--- src/rtl/sfs_defs.svh ---
// offsets, widths, header codes and reset values of the slot field splitter
`ifndef SFS_DEFS_SVH
`define SFS_DEFS_SVH
`define SFS_FRAME_BITS   388
`define SFS_A_BITS       64
`define SFS_HDR_BITS     8
`define SFS_TAIL_BITS    40
`define SFS_ACRC_POS     48
`define SFS_ACRC_BITS    16
`define SFS_B_BITS       324
`define SFS_BDATA_BITS   320
`define SFS_X_POS        384
`define SFS_X_BITS       4
`define SFS_REDUND_BITS  64
`define SFS_SUB_NUM      4
`define SFS_SUB_DATA     64
`define SFS_SUB_CHK      16
`define SFS_SUB_SPAN     80
`define SFS_SINGLE_DATA  304
`define SFS_HDR_TAIL_MSB 6
`define SFS_HDR_TAIL_LSB 4
`define SFS_HDR_BMUX_MSB 3
`define SFS_HDR_BMUX_LSB 1
`define SFS_TAIL_PAGING  3'h0
`define SFS_TAIL_IDENT   3'h1
`define SFS_TAIL_SYSINFO 3'h2
`define SFS_TAIL_CONTROL 3'h3
`define SFS_TAIL_CIPHER  3'h4
`define SFS_BMUX_USER    3'h0
`define SFS_BMUX_CTRL    3'h1
`define SFS_BMUX_MIXED   3'h2
`define SFS_A_CRC_POLY   16'h1021
`define SFS_RB_CRC_POLY  16'h8005
`define SFS_X_CRC_POLY   4'h3
`define SFS_A_CRC_INIT   16'h0000
`define SFS_RB_CRC_INIT  16'h0000
`define SFS_X_CRC_INIT   4'h0
`define SFS_BUF_DEPTH    2
`endif

--- src/rtl/sfs_pkg.sv ---
// types shared by the slot field splitter modules
`include "sfs_defs.svh"
package sfs_pkg;
  typedef enum logic [2:0] {
    TK_PAGING, TK_IDENT, TK_SYSINFO, TK_CONTROL, TK_CIPHER, TK_UNKNOWN
  } sfs_tail_kind_t;
  typedef enum logic [1:0] {
    LY_UNPROT, LY_MULTI, LY_SINGLE
  } sfs_layout_t;
  typedef enum logic [1:0] {
    ST_IDLE, ST_RECV, ST_HOLD
  } sfs_state_t;
  typedef struct packed {
    logic [`SFS_HDR_BITS-1:0]                       header;
    logic [`SFS_TAIL_BITS-1:0]                      tail;
    sfs_tail_kind_t                                 tail_kind;
    sfs_layout_t                                    layout;
    logic                                           cipher_ctrl;
    logic [`SFS_BDATA_BITS-1:0]                     data;
    logic [`SFS_ACRC_BITS-1:0]                      a_crc;
    logic                                           a_ok;
    logic [`SFS_SUB_NUM-1:0][`SFS_SUB_CHK-1:0]      rb_calc;
    logic [`SFS_SUB_NUM-1:0]                        rb_ok;
    logic [`SFS_X_BITS-1:0]                         x_calc;
    logic                                           x_ok;
  } sfs_word_t;
endpackage : sfs_pkg

--- src/rtl/sfs_if.sv ---
// valid/ready carrier for split frame words between the framer and its buffer
`timescale 1ns/1ps
interface sfs_if #(parameter int WIDTH = 8);
  logic             valid;
  logic             ready;
  logic [WIDTH-1:0] data;
  modport src (output valid, output data, input ready);
  modport snk (input valid, input data, output ready);
endinterface : sfs_if

--- src/rtl/sfs_buf.sv ---
// small fifo holding split frame words until the upper logic takes them
`timescale 1ns/1ps
`include "sfs_defs.svh"
module sfs_buf #(
  parameter int WIDTH = 8,
  parameter int DEPTH = `SFS_BUF_DEPTH
) (
  input  wire logic             i_clk,
  input  wire logic             i_rst,
  input  wire logic             i_ce,
  sfs_if.snk                    in_if,
  output logic                  o_valid,
  input  wire logic             i_ready,
  output logic [WIDTH-1:0]      o_data
);
  localparam int AW = (DEPTH > 1) ? $clog2(DEPTH) : 1;
  localparam logic [AW:0]   FULL_CNT = (AW + 1)'(DEPTH);
  localparam logic [AW-1:0] LAST_PTR = AW'(DEPTH - 1);

  logic [WIDTH-1:0] mem_ff [DEPTH];
  logic [AW-1:0]    wr_ptr_ff, nxt_wr_ptr;
  logic [AW-1:0]    rd_ptr_ff, nxt_rd_ptr;
  logic [AW:0]      cnt_ff, nxt_cnt;
  logic             push;
  logic             pop;

  // back-pressure: a full buffer drops ready so the framer holds its word
  assign in_if.ready = i_ce && (cnt_ff != FULL_CNT);
  assign o_valid     = (cnt_ff != '0);
  assign o_data      = mem_ff[rd_ptr_ff];
  assign push        = in_if.valid && in_if.ready;
  assign pop         = i_ce && o_valid && i_ready;

  always_comb begin
    nxt_wr_ptr = wr_ptr_ff;
    nxt_rd_ptr = rd_ptr_ff;
    nxt_cnt    = cnt_ff;
    if (push) begin
      nxt_wr_ptr = (wr_ptr_ff == LAST_PTR) ? '0 : wr_ptr_ff + 1'b1;
    end
    if (pop) begin
      nxt_rd_ptr = (rd_ptr_ff == LAST_PTR) ? '0 : rd_ptr_ff + 1'b1;
    end
    if (push && !pop) begin
      nxt_cnt = cnt_ff + 1'b1;
    end else if (pop && !push) begin
      nxt_cnt = cnt_ff - 1'b1;
    end
  end

  always_ff @(posedge i_clk) begin
    if (i_rst) begin
      wr_ptr_ff <= '0;
      rd_ptr_ff <= '0;
      cnt_ff    <= '0;
    end else if (i_ce) begin
      wr_ptr_ff <= nxt_wr_ptr;
      rd_ptr_ff <= nxt_rd_ptr;
      cnt_ff    <= nxt_cnt;
    end
  end

  // storage needs no reset; valid entries are tracked by the count
  always_ff @(posedge i_clk) begin
    if (push) begin
      mem_ff[wr_ptr_ff] <= in_if.data;
    end
  end
endmodule : sfs_buf

--- src/rtl/slot_field_splitter.sv ---
// full-slot physical field splitter: bit stream in, split and checked fields out
`timescale 1ns/1ps
`include "sfs_defs.svh"
module slot_field_splitter
  import sfs_pkg::*;
#(
  parameter logic [`SFS_ACRC_BITS-1:0] A_POLY  = `SFS_A_CRC_POLY,
  parameter logic [`SFS_SUB_CHK-1:0]   RB_POLY = `SFS_RB_CRC_POLY,
  parameter logic [`SFS_X_BITS-1:0]    X_POLY  = `SFS_X_CRC_POLY,
  parameter int                        DEPTH   = `SFS_BUF_DEPTH
) (
  input  wire logic                                  I_SYS_CLK,
  input  wire logic                                  I_RESET,
  input  wire logic                                  I_CE,
  input  wire logic                                  I_RX_BIT,
  input  wire logic                                  I_RX_VALID,
  input  wire logic                                  I_RX_SOF,
  output logic                                       O_RX_READY,
  input  wire logic                                  I_SVC_PROTECTED,
  input  wire logic                                  I_SVC_SINGLE,
  output logic                                       O_VALID,
  input  wire logic                                  I_READY,
  output logic [`SFS_HDR_BITS-1:0]                   O_HEADER,
  output logic [`SFS_TAIL_BITS-1:0]                  O_TAIL,
  output logic [2:0]                                 O_TAIL_KIND,
  output logic [1:0]                                 O_LAYOUT,
  output logic                                       O_CIPHER_CTRL,
  output logic [`SFS_BDATA_BITS-1:0]                 O_DATA,
  output logic [`SFS_ACRC_BITS-1:0]                  O_A_CRC,
  output logic                                       O_A_OK,
  output logic [`SFS_SUB_NUM*`SFS_SUB_CHK-1:0]       O_RB_CALC,
  output logic [`SFS_SUB_NUM-1:0]                    O_RB_OK,
  output logic [`SFS_X_BITS-1:0]                     O_X_CALC,
  output logic                                       O_X_OK
);
  localparam int        FB   = `SFS_FRAME_BITS;
  localparam int        WW   = $bits(sfs_word_t);
  localparam logic [8:0] LAST = 9'(FB - 1);

  sfs_state_t                               state_ff, nxt_state;
  logic [FB-1:0]                            frame_ff, nxt_frame;
  logic [8:0]                               cnt_ff, nxt_cnt;
  logic [`SFS_ACRC_BITS-1:0]                a_crc_ff, nxt_a_crc;
  logic [`SFS_X_BITS-1:0]                   x_crc_ff, nxt_x_crc;
  logic [`SFS_SUB_CHK-1:0]                  sub_crc_ff, nxt_sub_crc;
  logic [`SFS_SUB_NUM-1:0][`SFS_SUB_CHK-1:0] rb_ff, nxt_rb;
  logic [1:0]                               sub_idx_ff, nxt_sub_idx;
  logic [6:0]                               sub_off_ff, nxt_sub_off;
  sfs_layout_t                              layout_ff, nxt_layout;
  logic                                     cipher_ctrl_ff, nxt_cipher_ctrl;
  logic [`SFS_SUB_NUM-1:0]                  rb_ok;
  sfs_word_t                                word;
  sfs_word_t                                out_word;

  sfs_if #(.WIDTH(WW)) word_if ();

  function automatic logic [15:0] crc16_step(input logic [15:0] c, input logic b,
                                             input logic [15:0] poly);
    crc16_step = {c[14:0], 1'b0} ^ (poly & {16{c[15] ^ b}});
  endfunction : crc16_step

  function automatic logic [3:0] crc4_step(input logic [3:0] c, input logic b);
    crc4_step = {c[2:0], 1'b0} ^ (X_POLY & {4{c[3] ^ b}});
  endfunction : crc4_step

  assign O_RX_READY = I_CE && (state_ff != ST_HOLD);

  always_comb begin
    logic       take;
    logic [8:0] pos;
    logic [8:0] bp;
    logic [7:0] hdr;
    take            = 1'b0;
    pos             = cnt_ff;
    bp              = '0;
    hdr             = frame_ff[`SFS_HDR_BITS-1:0];
    nxt_state       = state_ff;
    nxt_frame       = frame_ff;
    nxt_cnt         = cnt_ff;
    nxt_a_crc       = a_crc_ff;
    nxt_x_crc       = x_crc_ff;
    nxt_sub_crc     = sub_crc_ff;
    nxt_rb          = rb_ff;
    nxt_sub_idx     = sub_idx_ff;
    nxt_sub_off     = sub_off_ff;
    nxt_layout      = layout_ff;
    nxt_cipher_ctrl = cipher_ctrl_ff;
    // a start marker restarts framing even in mid-frame; a held word blocks it
    take = I_RX_VALID && O_RX_READY && ((state_ff == ST_RECV) || I_RX_SOF);
    if (take) begin
      if (I_RX_SOF) begin
        pos         = '0;
        nxt_a_crc   = `SFS_A_CRC_INIT;
        nxt_x_crc   = `SFS_X_CRC_INIT;
        nxt_sub_crc = `SFS_RB_CRC_INIT;
        nxt_rb      = '0;
      end
      nxt_frame = {frame_ff[FB-2:0], I_RX_BIT};
      nxt_cnt   = pos + 9'h001;
      nxt_state = ST_RECV;
      if (pos < 9'(`SFS_ACRC_POS)) begin
        nxt_a_crc = crc16_step(nxt_a_crc, I_RX_BIT, A_POLY);
      end
      if (pos == 9'(`SFS_HDR_BITS)) begin
        // header complete: B kind and service type fix the layout
        nxt_cipher_ctrl = 1'b0;
        nxt_sub_idx     = '0;
        nxt_sub_off     = '0;
        case (hdr[`SFS_HDR_BMUX_MSB:`SFS_HDR_BMUX_LSB])
          `SFS_BMUX_USER: begin
            if (!I_SVC_PROTECTED) begin
              nxt_layout = LY_UNPROT;
            end else if (I_SVC_SINGLE) begin
              nxt_layout = LY_SINGLE;
            end else begin
              nxt_layout = LY_MULTI;
            end
          end
          `SFS_BMUX_CTRL: begin
            nxt_layout      = LY_MULTI;
            nxt_cipher_ctrl = 1'b1;
          end
          default: begin
            // mixed and unknown codes take the safer protected handling
            nxt_layout      = LY_MULTI;
            nxt_cipher_ctrl = 1'b1;
          end
        endcase
      end
      if (pos >= 9'(`SFS_A_BITS) && pos < 9'(`SFS_X_POS)) begin
        bp        = pos - 9'(`SFS_A_BITS);
        nxt_x_crc = crc4_step(nxt_x_crc, I_RX_BIT);
        if (layout_ff == LY_MULTI) begin
          if (sub_off_ff < 7'(`SFS_SUB_DATA)) begin
            nxt_sub_crc = crc16_step(nxt_sub_crc, I_RX_BIT, RB_POLY);
          end
          if (sub_off_ff == 7'(`SFS_SUB_DATA - 1)) begin
            nxt_rb[sub_idx_ff] = nxt_sub_crc;
            nxt_sub_crc        = `SFS_RB_CRC_INIT;
          end
          if (sub_off_ff == 7'(`SFS_SUB_SPAN - 1)) begin
            nxt_sub_off = '0;
            nxt_sub_idx = sub_idx_ff + 2'h1;
          end else begin
            nxt_sub_off = sub_off_ff + 7'h01;
          end
        end else if (layout_ff == LY_SINGLE && bp < 9'(`SFS_SINGLE_DATA)) begin
          nxt_sub_crc = crc16_step(nxt_sub_crc, I_RX_BIT, RB_POLY);
          if (bp == 9'(`SFS_SINGLE_DATA - 1)) begin
            nxt_rb[0] = nxt_sub_crc;
          end
        end
      end
      if (pos == LAST) begin
        nxt_state = ST_HOLD;
      end
    end else if (state_ff == ST_HOLD && word_if.ready) begin
      nxt_state = ST_IDLE;
    end
  end

  always_ff @(posedge I_SYS_CLK) begin
    if (I_RESET) begin
      state_ff       <= ST_IDLE;
      frame_ff       <= '0;
      cnt_ff         <= '0;
      a_crc_ff       <= `SFS_A_CRC_INIT;
      x_crc_ff       <= `SFS_X_CRC_INIT;
      sub_crc_ff     <= `SFS_RB_CRC_INIT;
      rb_ff          <= '0;
      sub_idx_ff     <= '0;
      sub_off_ff     <= '0;
      layout_ff      <= LY_UNPROT;
      cipher_ctrl_ff <= 1'b0;
    end else if (I_CE) begin
      state_ff       <= nxt_state;
      frame_ff       <= nxt_frame;
      cnt_ff         <= nxt_cnt;
      a_crc_ff       <= nxt_a_crc;
      x_crc_ff       <= nxt_x_crc;
      sub_crc_ff     <= nxt_sub_crc;
      rb_ff          <= nxt_rb;
      sub_idx_ff     <= nxt_sub_idx;
      sub_off_ff     <= nxt_sub_off;
      layout_ff      <= nxt_layout;
      cipher_ctrl_ff <= nxt_cipher_ctrl;
    end
  end

  // received subfield checks; unused subfields report ok so a mask is not needed
  for (genvar j = 0; j < `SFS_SUB_NUM; j++) begin : g_rb
    localparam int MPOS = `SFS_A_BITS + j * `SFS_SUB_SPAN + `SFS_SUB_DATA;
    localparam int SPOS = `SFS_A_BITS + `SFS_SINGLE_DATA;
    always_comb begin
      if (layout_ff == LY_MULTI) begin
        rb_ok[j] = (rb_ff[j] == frame_ff[FB-1-MPOS -: `SFS_SUB_CHK]);
      end else if (layout_ff == LY_SINGLE && j == 0) begin
        rb_ok[j] = (rb_ff[j] == frame_ff[FB-1-SPOS -: `SFS_SUB_CHK]);
      end else begin
        rb_ok[j] = 1'b1;
      end
    end
  end

  always_comb begin
    logic [2:0] tcode;
    tcode            = frame_ff[FB-1-(`SFS_HDR_BITS-1-`SFS_HDR_TAIL_MSB) -: 3];
    word             = '0;
    word.header      = frame_ff[FB-1 -: `SFS_HDR_BITS];
    word.tail        = frame_ff[FB-1-`SFS_HDR_BITS -: `SFS_TAIL_BITS];
    word.layout      = layout_ff;
    word.cipher_ctrl = cipher_ctrl_ff;
    word.data        = frame_ff[FB-1-`SFS_A_BITS -: `SFS_BDATA_BITS];
    word.a_crc       = a_crc_ff;
    word.a_ok        = (a_crc_ff == frame_ff[FB-1-`SFS_ACRC_POS -: `SFS_ACRC_BITS]);
    word.rb_calc     = rb_ff;
    word.rb_ok       = rb_ok;
    word.x_calc      = x_crc_ff;
    word.x_ok        = (x_crc_ff == frame_ff[`SFS_X_BITS-1:0]);
    case (tcode)
      `SFS_TAIL_PAGING:  word.tail_kind = TK_PAGING;
      `SFS_TAIL_IDENT:   word.tail_kind = TK_IDENT;
      `SFS_TAIL_SYSINFO: word.tail_kind = TK_SYSINFO;
      `SFS_TAIL_CONTROL: word.tail_kind = TK_CONTROL;
      `SFS_TAIL_CIPHER:  word.tail_kind = TK_CIPHER;
      default:           word.tail_kind = TK_UNKNOWN;
    endcase
  end

  assign word_if.valid = (state_ff == ST_HOLD);
  assign word_if.data  = word;

  // two words of slack so a receiver stall does not drop a finished frame
  sfs_buf #(.WIDTH(WW), .DEPTH(DEPTH)) u_buf (
    .i_clk   (I_SYS_CLK),
    .i_rst   (I_RESET),
    .i_ce    (I_CE),
    .in_if   (word_if),
    .o_valid (O_VALID),
    .i_ready (I_READY),
    .o_data  (out_word)
  );

  assign O_HEADER      = out_word.header;
  assign O_TAIL        = out_word.tail;
  assign O_TAIL_KIND   = out_word.tail_kind;
  assign O_LAYOUT      = out_word.layout;
  assign O_CIPHER_CTRL = out_word.cipher_ctrl;
  assign O_DATA        = out_word.data;
  assign O_A_CRC       = out_word.a_crc;
  assign O_A_OK        = out_word.a_ok;
  assign O_RB_CALC     = out_word.rb_calc;
  assign O_RB_OK       = out_word.rb_ok;
  assign O_X_CALC      = out_word.x_calc;
  assign O_X_OK        = out_word.x_ok;
endmodule : slot_field_splitter

--- config.mk ---
export PLATFORM = sky130hd
export DESIGN_NAME = slot_field_splitter
export DESIGN_NICKNAME = d
export VERILOG_FILES = /design/src/rtl/sfs_pkg.sv /design/src/rtl/sfs_if.sv /design/src/rtl/sfs_buf.sv /design/src/rtl/slot_field_splitter.sv
export VERILOG_INCLUDE_DIRS = /design/src /design/src/rtl
export SDC_FILE = /design/constraint.sdc
export NUM_CORES = 2
export LEC_CHECK = 0
export BUFFER_PORTS_ARGS = -buffer_cell sky130_fd_sc_hd__buf_2
export CAP_MARGIN = 15
export CELL_PAD_IN_SITES_DETAIL_PLACEMENT = 0
export CELL_PAD_IN_SITES_GLOBAL_PLACEMENT = 1
export CORE_ASPECT_RATIO = 0.6
export CORE_MARGIN = 2
export CORE_UTILIZATION = 53
export CTS_CLUSTER_DIAMETER = 30
export DETAILED_ROUTE_END_ITERATION = 16
export MAX_ROUTING_LAYER = met4
export PLACE_DENSITY_LB_ADDON = 0.1
export SLEW_MARGIN = 20
export SYNTH_ARGS = -nofsm -noshare
export SYNTH_HDL_FRONTEND = slang
export SYNTH_HIERARCHICAL = 1
export SYNTH_SLANG_ARGS = --single-unit
--- constraint.sdc ---
create_clock -name I_SYS_CLK -period 32.5 [get_ports I_SYS_CLK]
set_input_delay 0 -clock I_SYS_CLK [delete_from_list [all_inputs] [get_ports I_SYS_CLK]]
set_output_delay 0 -clock I_SYS_CLK [all_outputs]
set_load 0.01 [all_outputs]
==> results.yml <==
outcome:
  outcome: "finished clean"
worst_setup_path:
  path_common_cell: "buf_4"
  crit_path_cell_trace: "buf_12 -> buf_4 -> buf_4 -> mux2_4 -> buf_2"
  critPathBufInv: 4
  r2r_end: "u_buf/mem_ff[1][64]"
  r2r_start: "u_buf/cnt_ff[0]"
  rr_worst_depth: 6
  critPathCaptureType: "output pin"
  critPathLaunchType: "register"
  crit_arrival_ps: 5020
  critPathMaxFanout: 112
  cp_slowest_cell: "dfxtp_4"
  cp.required_ps: 32500
  cp_top_family: "buffers and inverters"
  critPathKind: "reg2out"
  cpPeakStageDelay_ps: 1030
  rrSetupSlack_ps: 28170
logic_synthesis:
  synth-main-ff-cell: "edfxtp_1"
  netlist-cell-type-count: 66
  synth_fp_nets: 4028
  synth.area.mux_share_pct: 12.7
  ys_seq_area_share_pct: 67.8
  syn_avg_cell_area_sq_um: 14.0
  synthAdderAreaFrac_pct: 0.178
  synthSimpleGateAreaFrac_pct: 7.58
  synth_xor_area_share_pct: 1.76
  syn_inst: 4011
  synth-seq-cells: 1444
  ys_warn_count: 6
  synthArstFlopShare_pct: 0
  synth_compound_area_share_pct: 6.54
  synth-edff-count: 928
  syn_area_sq_um: 56300
  synth_top_family_by_area: "multiplexers"
route:
  first_pass_iters: 5
  drt_iter0_markers: 2452
  drc: 0
  finalWirelength_um: 127000
  wire_per_inst_um: 21.0
  ant_nets: 0
  vias: 32300
  viasPerCell: 5.35
clock_tree:
  cts_root_buf: "clkbuf_16"
  cts_setup_buffers: 0
  cts.sinks: 1444
  cts_buffers: 174
  tritoncts: "done"
  cts_buffer_depth: 3
  ctsHtreeMaxLevel: 4
  cts_resized: 0
  clkTransAtPathRegs_ps: 60
  insertion_delay_ps: 780
place:
  dp_hpwl_um: 79200
  routabilityCongestion: 0.835
  dp.cells: 5687
  port_buffers: 474
min_path:
  worstHoldStart: "I_RX_VALID"
  whs_endpoint: "cnt_ff[1]"
  min_path_cells: 6
  hold_path.class: "in2reg"
global_route:
  globalRouteOverflowTotal: 0
  grtUsageTotal_pct: 23.6
  grt_pass1_vias: 30700
  antenna_found_initial: 1
  grt_max_degree: 218
  grt_pass1_wl_um: 191000
timing:
  slew_viol_final: 0
  fmax_ghz: 0.199
  tns_ps: 0
  finalSetupViolations: 0
  worst_pin_slew_ps: 1180
  min_period_ps: 5020
  timing.final.crit_share_pct: 15.4
  rsz0062_at_grt: "false"
  skew_ps: 31.1
  slew_headroom_pct: 21.1
  hold_violations: 0
power:
  pwr_density_cell_nw_per_um2: 60.6
  max-vdd-ir-drop_mv: 0.0405
  p_leak_nw: 25.8
die:
  start_util_pct: 53.5
  core_region_area_sq_um: 105000
  chipHeight_um: 257
  die_area_sq_um: 109000
  die_x_um: 425
  rows: 92
  ios: 475
final_layout:
  layout.cells.non_filler: 6030
  drive_gt1_share_pct: 28.2
  fillers: 8146
  area_growth_pct: 15.6
  num-nets-final: 4481
job:
  maxCapViolCount: 0
-- synthesized netlist by cell type, drive strengths merged (11+ instances only) --
master   count  share of area, %
xnor2       24              0.37
o2bb2ai     17              0.26
buf        155               2.7
nand2      818               5.5
nor2b       12              0.13
nand3       59              0.53
edfxtp     928                49
nor2        70              0.47
mux2i       19              0.34
dfxtp      516                18
mux2       465                12
o21ai       74              0.66
a22oi       34              0.45
nor4        23              0.27
xor2        89               1.4
a21oi      477               4.2
nand4       11              0.12
clkbuf      93              0.62
nor3        14              0.14
-- placed cells by master (no fill, tap or decap), drive strengths merged, types with 17 or more instances in the layout --
| cell type | netlist | layout |
|---|---|---|
| o2bb2ai | 17 | 17 |
| buf | 155 | 514 |
| dfxtp | 516 | 516 |
| nor4 | 23 | 23 |
| nor2 | 70 | 70 |
| mux2 | 465 | 465 |
| clkinv | 0 | 53 |
| clkinvlp | 0 | 21 |
| nand3 | 59 | 59 |
| o21ai | 74 | 74 |
| a21oi | 477 | 477 |
| nand2 | 818 | 818 |
| clkbuf | 93 | 208 |
| mux2i | 19 | 19 |
| a22oi | 34 | 34 |
| inv | 9 | 41 |
| edfxtp | 928 | 928 |
| xor2 | 89 | 89 |
| xnor2 | 24 | 24 |
-- metal layers --
layer | part of all wire, % | track usage, % | up-vias
li1 | - | - | 15400
met1 | 46 | 33.4 | 15900
met2 | 46 | 34.8 | 813
met3 | 5.8 | 4.30 | 188
met4 | 2.2 | 7.17 | 0
met5 | 0 | - | -
-- timing repair --
| item | CTS | global route |
|---|---|---|
| endpoints found under the hold margin | 120 | 0 |
| setup endpoints to repair | 0 | 0 |
| hold buffers | 11 | 0 |
-- worst min-delay path: stages --
cell and delay [ps]:
buf_2 100, nand2_1 150, a21oi_4 60, buf_12 280, nand2_1 180, a21oi_1 50
-- kinds of logic (layout without fill, tap and decap cells) --
logic type	Yosys count	after routing
xor+xnor	113	113
mux	484	484
compound gates	661	661
fa+ha+maj	8	8
buf+inv	257	864
simple gates	1044	1044
other cells	0	2
flops	1444	1444
-- worst max path at each step --
stage / from / end / cells past startpoint
floorplan: u_buf/cnt_ff[0] / u_buf/mem_ff[0][0] / 3
global placement: u_buf/cnt_ff[0] / u_buf/mem_ff[1][134] / 6
detailed placement: u_buf/cnt_ff[0] / u_buf/mem_ff[1][138] / 6
CTS: register / O_DATA[49] / 5
global route: register / O_DATA[49] / 5
finish: register / O_DATA[49] / 5
-- state kept, by name (all words and copies together), names as in the netlist, named ones only --
register         flops
layout_ff            2
sub_idx_ff           2
cnt_ff               9
rb_ff               64
state_ff             2
x_crc_ff             4
u_buf/mem_ff       928
u_buf/wr_ptr_ff      1
sub_off_ff           7
a_crc_ff            16
sub_crc_ff          16
cipher_ctrl_ff       1
frame_ff           388
u_buf/cnt_ff         2
u_buf/rd_ptr_ff      1
-- per-stage QoR --
step / hold slack, ps / total power, mW / instance area (sq um) / setup WS, ps / util [%]
2_1_floorplan: 72.4 / 2.00 / 56300 / 10080 / -
3_3_place_gp: 366 / 2.01 / 58900 / 28110 / 56.0
3_5_place_dp: 368 / 2.01 / 58900 / 28110 / 56.0
4_1_cts: 158 / 3.98 / 65100 / 27390 / 61.9
5_1_grt: 258 / 4.06 / 65100 / 27210 / 61.9
6_report: 135 / 3.94 / 65100 / 27480 / 61.9
-- final cells by class --
class	count	area, sq um	area share [%]
sequential	1444	38200	58.7
clock buffer	208	4690	7.20
timing repair buffer	525	2830	4.35
antenna	2	5.00	0.00769
clock inverter	122	1340	2.06
tap	1410	1760	2.71
inverter	9	33.8	0.0519
multi-input combinational	2310	16200	24.9
-- power breakdown --
part           switching (mW)  leakage, nW  internal [mW]
logic                  0.0391         8.09        0.00588
clock network           0.789         2.90           1.18
registers            0.000792         14.8           1.93
Power figures use the tool's default switching activity.
